`config.mk`:
```
export PLATFORM = sky130hd
export DESIGN_NAME = lps_device_flat
export DESIGN_NICKNAME = d
export VERILOG_FILES = /design/src/shared/lps_pkg.sv /design/src/shared/lps_if.sv /design/src/rtl/lps_device.sv /design/src/flat_wrapper.sv
export SDC_FILE = /design/constraint.sdc
export NUM_CORES = 1
export LEC_CHECK = 0
export ABC_CLOCK_PERIOD_IN_PS = 2500
export BUFFER_PORTS_ARGS = -buffer_cell sky130_fd_sc_hd__clkbuf_2
export CORE_AREA = 3 3 68 70
export CTS_CLUSTER_DIAMETER = 50
export DETAILED_ROUTE_END_ITERATION = 6
export DIE_AREA = 0 0 71 73
export PLACE_DENSITY = 0.77
export RECOVER_POWER = 50
export SKIP_CTS_REPAIR_TIMING = 1
export SLEW_MARGIN = 20
export SYNTH_ARGS = -nofsm -noshare
export SYNTH_HDL_FRONTEND = slang
export SYNTH_SLANG_ARGS = --single-unit
```
`constraint.sdc`:
```
create_clock -name core_clk -period 2.5 [get_ports core_clk]
set_input_delay 0.375 -clock core_clk [delete_from_list [all_inputs] [get_ports core_clk]]
set_output_delay 0.375 -clock core_clk [all_outputs]
set_load 0.05 [all_outputs]
```
`src/shared/lps_pkg.sv`:
```
/*
 * Shared constants and types for the SDRAM low-power state logic.
 * Assumes a single 50 MHz core_clk shared by both ends, command pins sampled
 * on its rising edge.
 */
package lps_pkg;

   // ----------------------------------------------------------------
   // Timing, in ns, and derived cycle counts at 20 ns
   // ----------------------------------------------------------------
   localparam int unsigned CLK_PERIOD_NS = 20;
   localparam int unsigned SELF_REFRESH_MIN_RESIDENCY_NS = 60;
   localparam int unsigned SR_EXIT_TO_NONREAD_DELAY_NS = 140;
   localparam int unsigned SR_EXIT_TO_READ_DELAY_NS = 4000;
   localparam int unsigned PD_EXIT_LATENCY_NS = 40;
   localparam int unsigned FAST_ACTIVE_PD_EXIT_LATENCY_NS = 40;
   localparam int unsigned SLOW_ACTIVE_PD_EXIT_LATENCY_NS = 120;
   localparam int unsigned REFRESH_CYCLE_TIME_NS = 140;
   localparam int unsigned CKE_DROP_CLOCK_HOLD_NS = 40;
   localparam int unsigned FREQ_CHANGE_WAIT_CYC = 2;
   localparam int unsigned PD_MAX_INTERVALS = 9;

   // Least times round up
   localparam int unsigned SR_MIN_CYC =
      (SELF_REFRESH_MIN_RESIDENCY_NS + CLK_PERIOD_NS - 1) / CLK_PERIOD_NS;
   localparam int unsigned XSNR_CYC =
      (SR_EXIT_TO_NONREAD_DELAY_NS + CLK_PERIOD_NS - 1) / CLK_PERIOD_NS;
   localparam int unsigned XSRD_CYC =
      (SR_EXIT_TO_READ_DELAY_NS + CLK_PERIOD_NS - 1) / CLK_PERIOD_NS;
   localparam int unsigned XP_CYC =
      (PD_EXIT_LATENCY_NS + CLK_PERIOD_NS - 1) / CLK_PERIOD_NS;
   localparam int unsigned XARD_CYC =
      (FAST_ACTIVE_PD_EXIT_LATENCY_NS + CLK_PERIOD_NS - 1) / CLK_PERIOD_NS;
   localparam int unsigned XARDS_CYC =
      (SLOW_ACTIVE_PD_EXIT_LATENCY_NS + CLK_PERIOD_NS - 1) / CLK_PERIOD_NS;
   localparam int unsigned RFC_CYC =
      (REFRESH_CYCLE_TIME_NS + CLK_PERIOD_NS - 1) / CLK_PERIOD_NS;
   localparam int unsigned CKE_HOLD_CYC =
      (CKE_DROP_CLOCK_HOLD_NS + CLK_PERIOD_NS - 1) / CLK_PERIOD_NS;
   // Internal refresh launched this many cycles into self refresh
   localparam int unsigned SR_REFRESH_AT_CYC = 1;

   localparam int CNT_W = 16;

   // ----------------------------------------------------------------
   // Command encoding {cs_n, ras_n, cas_n, we_n}
   // ----------------------------------------------------------------
   typedef enum logic [3:0] {
      LPS_CMD_NOP = 4'h7,
      LPS_CMD_REFRESH = 4'h1,
      LPS_CMD_MODE_SET = 4'h0,
      LPS_CMD_ACT = 4'h3,
      LPS_CMD_PRE = 4'h2,
      LPS_CMD_READ = 4'h5,
      LPS_CMD_WRITE = 4'h4,
      LPS_CMD_DESEL = 4'h8
   } lps_cmd_t;

   typedef enum logic [2:0] {
      LPS_PS_ACTIVE,
      LPS_PS_SELF_REFRESH,
      LPS_PS_PRE_PD,
      LPS_PS_ACT_PD_FAST,
      LPS_PS_ACT_PD_SLOW
   } lps_pstate_t;

   function automatic logic is_nop_or_desel(input logic [3:0] cmd);
      return cmd[3] || (cmd[2:0] == 3'h7);
   endfunction : is_nop_or_desel

endpackage : lps_pkg

```
`src/shared/lps_if.sv`:
```
/*
 * Command link between the memory controller and the SDRAM power logic.
 * Assumes both ends run on the same core_clk; no two-way pins here.
 */
interface lps_if;
   logic cke;
   logic cs_n;
   logic ras_n;
   logic cas_n;
   logic we_n;
   logic odt;
   logic clk_stop;

   modport dev (input cke, input cs_n, input ras_n, input cas_n, input we_n,
      input odt, input clk_stop);
   modport ctl (output cke, output cs_n, output ras_n, output cas_n,
      output we_n, output odt, output clk_stop);
endinterface : lps_if

```
`src/rtl/lps_device.sv`:
```
/*
 * Device end: decodes commands and tracks self refresh and power-down.
 * Assumes the controller keeps its side of the link timing; inputs are
 * synchronous to core_clk.
 */
// Operation
// - Self refresh on CS RAS CAS CKE low
// - Controller turns termination off before entry
// - Controller holds clock enable low, minimum residency
// - DLL off and clock gated in self refresh
// - Only clock enable heeded in self refresh
// - Internal refresh within minimum residency
// - Clock may stop after entry, stable before exit
// - Only NOP/deselect during exit delay
// - Clock enable held high during read exit delay
// - Extra auto refresh before self refresh re-entry
// - Power-down on clock enable low with NOP
// - No clock enable drop during bursts
// - Precharge or active power-down by open rows
// - Mode bit selects fast or slow exit
// - DLL off except in fast active power-down
// - Buffers off in power-down except clock/ODT/CKE
// - Power-down no longer than nine refresh intervals
// - Exit on clock enable high with NOP
// - Asynchronous clock enable drop needs re-initialization
// - Frequency change only in precharge power-down; controller raises freq_change_ok in any power-down, whatever bank_open
// - After frequency change reset DLL, relock
// - NOP decoded, does not end bursts
// - Chip select high is deselect
module lps_device (
   input wire logic core_clk,
   input wire logic nrst,
   lps_if.dev link,
   input wire logic slow_exit_sel,
   input wire logic bank_open,
   input wire logic burst_busy,
   output logic [2:0] power_state,
   output logic dll_enable,
   output logic int_clk_enable,
   output logic io_buf_enable,
   output logic int_refresh,
   output logic cmd_valid,
   output logic [3:0] cmd_code,
   output logic exit_busy,
   output logic data_lost
);

   lps_pkg::lps_pstate_t st_q;
   logic cke_q;
   logic [3:0] cmd;
   logic [lps_pkg::CNT_W-1:0] cnt_q;
   logic [lps_pkg::CNT_W-1:0] exit_q;

   // Chip select high masks the strobes
   assign cmd = link.cs_n ? 4'h8 : {1'b0, link.ras_n, link.cas_n, link.we_n};

   // ----------------------------------------------------------------
   // Power state
   // ----------------------------------------------------------------
   always_ff @(posedge core_clk or negedge nrst) begin
      if (!nrst) begin
         st_q <= lps_pkg::LPS_PS_ACTIVE;
      end else begin
         unique case (st_q)
            lps_pkg::LPS_PS_ACTIVE: begin
               if (cke_q && !link.cke && cmd == 4'h1) begin
                  st_q <= lps_pkg::LPS_PS_SELF_REFRESH;
               end else if (cke_q && !link.cke && lps_pkg::is_nop_or_desel(cmd)
                  && !burst_busy) begin
                  if (!bank_open) begin
                     st_q <= lps_pkg::LPS_PS_PRE_PD;
                  end else if (slow_exit_sel) begin
                     st_q <= lps_pkg::LPS_PS_ACT_PD_SLOW;
                  end else begin
                     st_q <= lps_pkg::LPS_PS_ACT_PD_FAST;
                  end
               end
            end
            lps_pkg::LPS_PS_SELF_REFRESH: begin
               // Only clock enable wakes the device
               if (link.cke) begin
                  st_q <= lps_pkg::LPS_PS_ACTIVE;
               end
            end
            default: begin
               if (link.cke && lps_pkg::is_nop_or_desel(cmd)) begin
                  st_q <= lps_pkg::LPS_PS_ACTIVE;
               end
            end
         endcase
      end
   end

   always_ff @(posedge core_clk or negedge nrst) begin
      if (!nrst) begin
         cke_q <= 1'b1;
      end else begin
         cke_q <= link.cke;
      end
   end

   // ----------------------------------------------------------------
   // Residency counter and internal refresh
   // ----------------------------------------------------------------
   always_ff @(posedge core_clk or negedge nrst) begin
      if (!nrst) begin
         cnt_q <= '0;
      end else if (st_q == lps_pkg::LPS_PS_SELF_REFRESH) begin
         if (cnt_q != '1) begin
            cnt_q <= cnt_q + 1'b1;
         end
      end else begin
         cnt_q <= '0;
      end
   end

   // One refresh early in self refresh
   always_ff @(posedge core_clk or negedge nrst) begin
      if (!nrst) begin
         int_refresh <= 1'b0;
      end else begin
         int_refresh <= (st_q == lps_pkg::LPS_PS_SELF_REFRESH) &&
            (cnt_q == lps_pkg::CNT_W'(lps_pkg::SR_REFRESH_AT_CYC));
      end
   end

   // ----------------------------------------------------------------
   // Exit interval tracking
   // ----------------------------------------------------------------
   always_ff @(posedge core_clk or negedge nrst) begin
      if (!nrst) begin
         exit_q <= '0;
      end else if (st_q == lps_pkg::LPS_PS_SELF_REFRESH && link.cke) begin
         exit_q <= lps_pkg::CNT_W'(lps_pkg::XSNR_CYC);
      end else if (exit_q != '0) begin
         exit_q <= exit_q - 1'b1;
      end
   end

   // Clock enable dropped outside a legal entry
   always_ff @(posedge core_clk or negedge nrst) begin
      if (!nrst) begin
         data_lost <= 1'b0;
      end else if (st_q == lps_pkg::LPS_PS_ACTIVE && cke_q && !link.cke &&
         (burst_busy || !(cmd == 4'h1 || lps_pkg::is_nop_or_desel(cmd)))) begin
         data_lost <= 1'b1;
      end
   end

   // ----------------------------------------------------------------
   // Registered command and status
   // ----------------------------------------------------------------
   always_ff @(posedge core_clk or negedge nrst) begin
      if (!nrst) begin
         cmd_valid <= 1'b0;
         cmd_code <= 4'h7;
      end else begin
         // NOP/deselect is not a command, bursts run on
         cmd_valid <= st_q == lps_pkg::LPS_PS_ACTIVE && link.cke && cke_q &&
            !lps_pkg::is_nop_or_desel(cmd) && exit_q == '0;
         cmd_code <= cmd;
      end
   end

   assign power_state = st_q;
   assign exit_busy = exit_q != '0;
   assign dll_enable = st_q == lps_pkg::LPS_PS_ACTIVE ||
      st_q == lps_pkg::LPS_PS_ACT_PD_FAST;
   assign int_clk_enable = st_q != lps_pkg::LPS_PS_SELF_REFRESH;
   // Buffers off in any low-power state
   assign io_buf_enable = st_q == lps_pkg::LPS_PS_ACTIVE;

endmodule : lps_device

```
`src/flat_wrapper.sv`:
```
// flat-port wrapper written by rule: the top's interface ports become plain ports
module lps_device_flat 
  (core_clk, nrst, slow_exit_sel, bank_open, burst_busy, power_state, dll_enable, int_clk_enable, io_buf_enable, int_refresh, cmd_valid, cmd_code, exit_busy, data_lost, link_cke, link_cs_n, link_ras_n, link_cas_n, link_we_n, link_odt, link_clk_stop);
  lps_if link_i ();
  input wire logic core_clk;
  input wire logic nrst;
  input wire logic slow_exit_sel;
  input wire logic bank_open;
  input wire logic burst_busy;
  output logic [2:0] power_state;
  output logic dll_enable;
  output logic int_clk_enable;
  output logic io_buf_enable;
  output logic int_refresh;
  output logic cmd_valid;
  output logic [3:0] cmd_code;
  output logic exit_busy;
  output logic data_lost;
  input wire logic [$bits(link_i.cke)-1:0] link_cke;
  input wire logic [$bits(link_i.cs_n)-1:0] link_cs_n;
  input wire logic [$bits(link_i.ras_n)-1:0] link_ras_n;
  input wire logic [$bits(link_i.cas_n)-1:0] link_cas_n;
  input wire logic [$bits(link_i.we_n)-1:0] link_we_n;
  input wire logic [$bits(link_i.odt)-1:0] link_odt;
  input wire logic [$bits(link_i.clk_stop)-1:0] link_clk_stop;
  assign link_i.cke = link_cke;
  assign link_i.cs_n = link_cs_n;
  assign link_i.ras_n = link_ras_n;
  assign link_i.cas_n = link_cas_n;
  assign link_i.we_n = link_we_n;
  assign link_i.odt = link_odt;
  assign link_i.clk_stop = link_clk_stop;
  lps_device u_core (.core_clk(core_clk), .nrst(nrst), .link(link_i), .slow_exit_sel(slow_exit_sel), .bank_open(bank_open), .burst_busy(burst_busy), .power_state(power_state), .dll_enable(dll_enable), .int_clk_enable(int_clk_enable), .io_buf_enable(io_buf_enable), .int_refresh(int_refresh), .cmd_valid(cmd_valid), .cmd_code(cmd_code), .exit_busy(exit_busy), .data_lost(data_lost));
endmodule
```
==> summary.md <==
| Metric | Value |
|---|---|
| Status | `finished, final reports clean` |
| Critical register-to-register path startpoint | `u_core.exit_q[0]` |
| Post-Place Cells | `310` |
| Largest fanout on the critical path | `5` |
| Avg Cell Area, Syn | `9.74 µm²` |
| Half-perimeter wire length after placement | `3.47 mm` |
| P&R area growth vs syn | `11.6%` |
| Power Dens Cells | `820 nW/µm²` |
| Gr usage total | `20.1%` |
| Post-synth design cell area | `2340 µm²` |
| Vias post-DR | `1977` |
| Die ar. | `5180 µm²` |
| Number of synthesized register bits | `43` |
| Number of max-cap violations | `0` |
| Routability congestion estimate | `0.826` |
| Most frequent cells in the layout | `dfrtp_1, clkbuf_2, nor2_1` |
| Port Buffers | `23` |
| Starting density of the core | `between 50% and 60%` |
| Initial antenna violation count | `0` |
| Final setup viols | `0` |
| Final Non-Filler Cells | `318` |
| Final wirelength | `4.83 mm` |
| Crit path max-delay cell type | `dfrtp_1` |
| GRT overflow | `0` |
| Buffers & Inverters on Critical Path | `2` |
| Ranking of synthesized cells by area | `dfrtp_1, dfstp_2, a21oi_1, nor2_1, nand2_1` |
| Netlist cell types | `56` |
| Cell Chain, Critical Path | `inv_1 > ha_1 > nor3b_1 > nand4_1 > clkbuf_2` |
| Mapped Cells | `between 200 and 250` |
| Yosys Warn Count | `0` |
| CTS Sinks | `43` |
| First-pass GRT wire length | `8.25 mm` |
| Die Wd | `71 µm` |
| CP startpoint | `u_core.exit_q[0]` |
| CTS buffer count | `5` |
| CTS tree | `built` |
| Final Hold Viols | `0` |
| DR vias/cell | `6.22` |
| Post-layout minimum cycle time | `2300 ps` |
| Drt wl/cell | `15.2 µm` |
| Crit path max-delay family | `simple AND/OR/NAND/NOR gates` |
| Vias in the first global route | `1889` |
| Iter 0 DRT Violations | `90` |
| Crit-path max cell delay | `420 ps` |
| Required time worst endpoint | `2120 ps` |
| # rows | `23` |
| Post-Syn Nets | `256` |
| DRT Pass-1 Iters | `4` |
| Clk_lat worst skew | `approximately 300 ps` |
| Worst hold path type | `in2reg` |
| RSZ-0062 raised after global routing | `false` |
| Fill cells | `341` |
| Worst Tran Pin Value | `1020 ps` |
| Antenna cells | `0` |
| Crit path DAT | `roughly 1900 ps` |
| Yosys top cell by area | `dfrtp_1` |
| Fmax | `approximately 440 MHz` |
| Residual DRC | `0` |
| H-tree Lvls | `2` |
| Antenna Nets Post-Route | `0` |
| Largest net degree at the start of global routing | `44` |
| Fin Clk Skew | `around 7.6 ps` |
| Setup TNS | `0 ps` |
| Clk buf depth | `2` |
| VDD IR-drop max | `about 0.45 mV` |
| Worst rel slew slack | `32.1%` |
| Critical Path Source Type | `register` |
| Die H | `73 µm` |
| Synth top area share | `between 40% and 50%` |
| Io pins | `26` |
| Root Driver | `clkbuf_8` |
| Final Max Tran Viols | `0` |
| Final #Nets | `~280` |
| Leakage | `1.07 nW` |
| Layout cells sized above 1 | `17.2%` |
| Final Cycle Share | `between 90% and 100%` |
| Main flop type after synthesis | `dfrtp_1` |
| Post-synth EDFFs | `0` |
| CP Capture Type | `primary output` |
| Core area | `4030 µm²` |
| Sequential share of the synthesized area | `46.3%` |
| Hold Startpoint | `link_cke` |
| Clk slew on worst S/H paths | `80 ps` |
| Synth async-reset ratio | `100%` |
| Most common cell after layout, fill and taps aside | `dfrtp_1` |
| Setup CP Type | `reg2out` |
## routing by layer
metal	global-route usage [%]	part of all wire (%)	wire length, µm
met5	0	0	0
met4	9.39	1.7	81
met1	24.2	45	2190
met3	5.51	4.0	194
met2	33.5	49	2370
## synth_stat cells, types with 2 or more instances
library cell / n
nand2_1: 18
dfstp_2: 4
ha_1: 4
a21oi_1: 16
nor3_1: 8
dfrtp_1: 39
or4_1: 8
nand2b_1: 4
and3_1: 3
nand3_1: 8
and2_1: 2
clkbuf_1: 4
mux2i_1: 3
nand4_1: 10
o41ai_1: 2
o211ai_1: 3
nor4_4: 2
nor4_1: 6
or3_1: 6
o21ai_1: 3
o31ai_1: 6
and4_1: 6
a31oi_1: 2
a211oi_1: 2
o311ai_0: 3
nor2_1: 20
o21ai_0: 8
xnor2_1: 3
or4b_1: 2
inv_1: 5
nor2b_1: 5
## path summary, 6_finish.rpt
kind	slack, ps	cells past startpoint	endpoint
worst min register to register	490	1	u_core.data_lost
worst min-delay path	270	1	u_core.cke_q
min in group asynchronous	320	2	u_core.exit_q[5]
max in group asynchronous	1550	2	u_core.cnt_q[10]
worst max register to register	590	6	u_core.exit_q[3]
worst max-delay path	200	5	exit_busy
## stage by stage
stage	utilization (%)	instance area [µm²]	setup slack [ps]	total power, mW	hold slack (ps)
after floorplan	-	2340	420	1.49	79.4
after global placement	62.4	2510	576	1.63	459
after detailed placement	62.4	2510	542	1.66	475
after CTS	65.0	2620	208	2.16	151
after global routing	64.7	2610	89.0	2.27	272
final	64.7	2610	203	2.14	272
## report_power, final
part	switching, mW	leakage (nW)	total, mW	internal, mW
clock	0.242	0.0505	0.493	0.251
combinational	0.355	0.464	0.621	0.266
sequential	0.193	0.554	1.02	0.830
## flip-flops by register name, summed over array words and instances, names as in the netlist
signal,flops
u_core.cnt_q,16
u_core.exit_q,16
u_core.cmd_code,4
u_core.power_state,3
u_core.cke_q,1
u_core.cmd_valid,1
u_core.data_lost,1
u_core.int_refresh,1
## final cells by class
| type | count | area (µm²) | share of cell area (%) |
|---|---|---|---|
| clock buffers | 7 | 96.3 | 3.69 |
| clock inverters | 1 | 7.51 | 0.288 |
| inverters | 5 | 18.8 | 0.720 |
| multi-input cells | 186 | 1210 | 46.4 |
| flip-flops and latches | 43 | 1080 | 41.5 |
| well taps | 50 | 62.6 | 2.40 |
| repair buffers | 26 | 131 | 5.04 |
## cells by family (layout without fill, tap and decap cells)
logic type	count (synthesis)	count (layout)	synth area share, %
muxes	3	3	1.28
buffers and inverters	11	39	1.98
adders and majority gates	4	4	2.14
and+or+nand+nor	119	119	30.9
xor gates and xnor gates	4	4	1.50
AOI/OAI and AO/OA	56	56	16.0
DFF	43	43	46.3
## worst register-to-register path, delay by kind of cell, from the launching register on
kind	cells	cell delay [ps]
and+or+nand+nor	3	950
DFF	1	410
adders and majority gates	1	230
AOI/OAI and AO/OA	1	150
buffers and inverters	1	90
(Power assumes the default switching activity.)
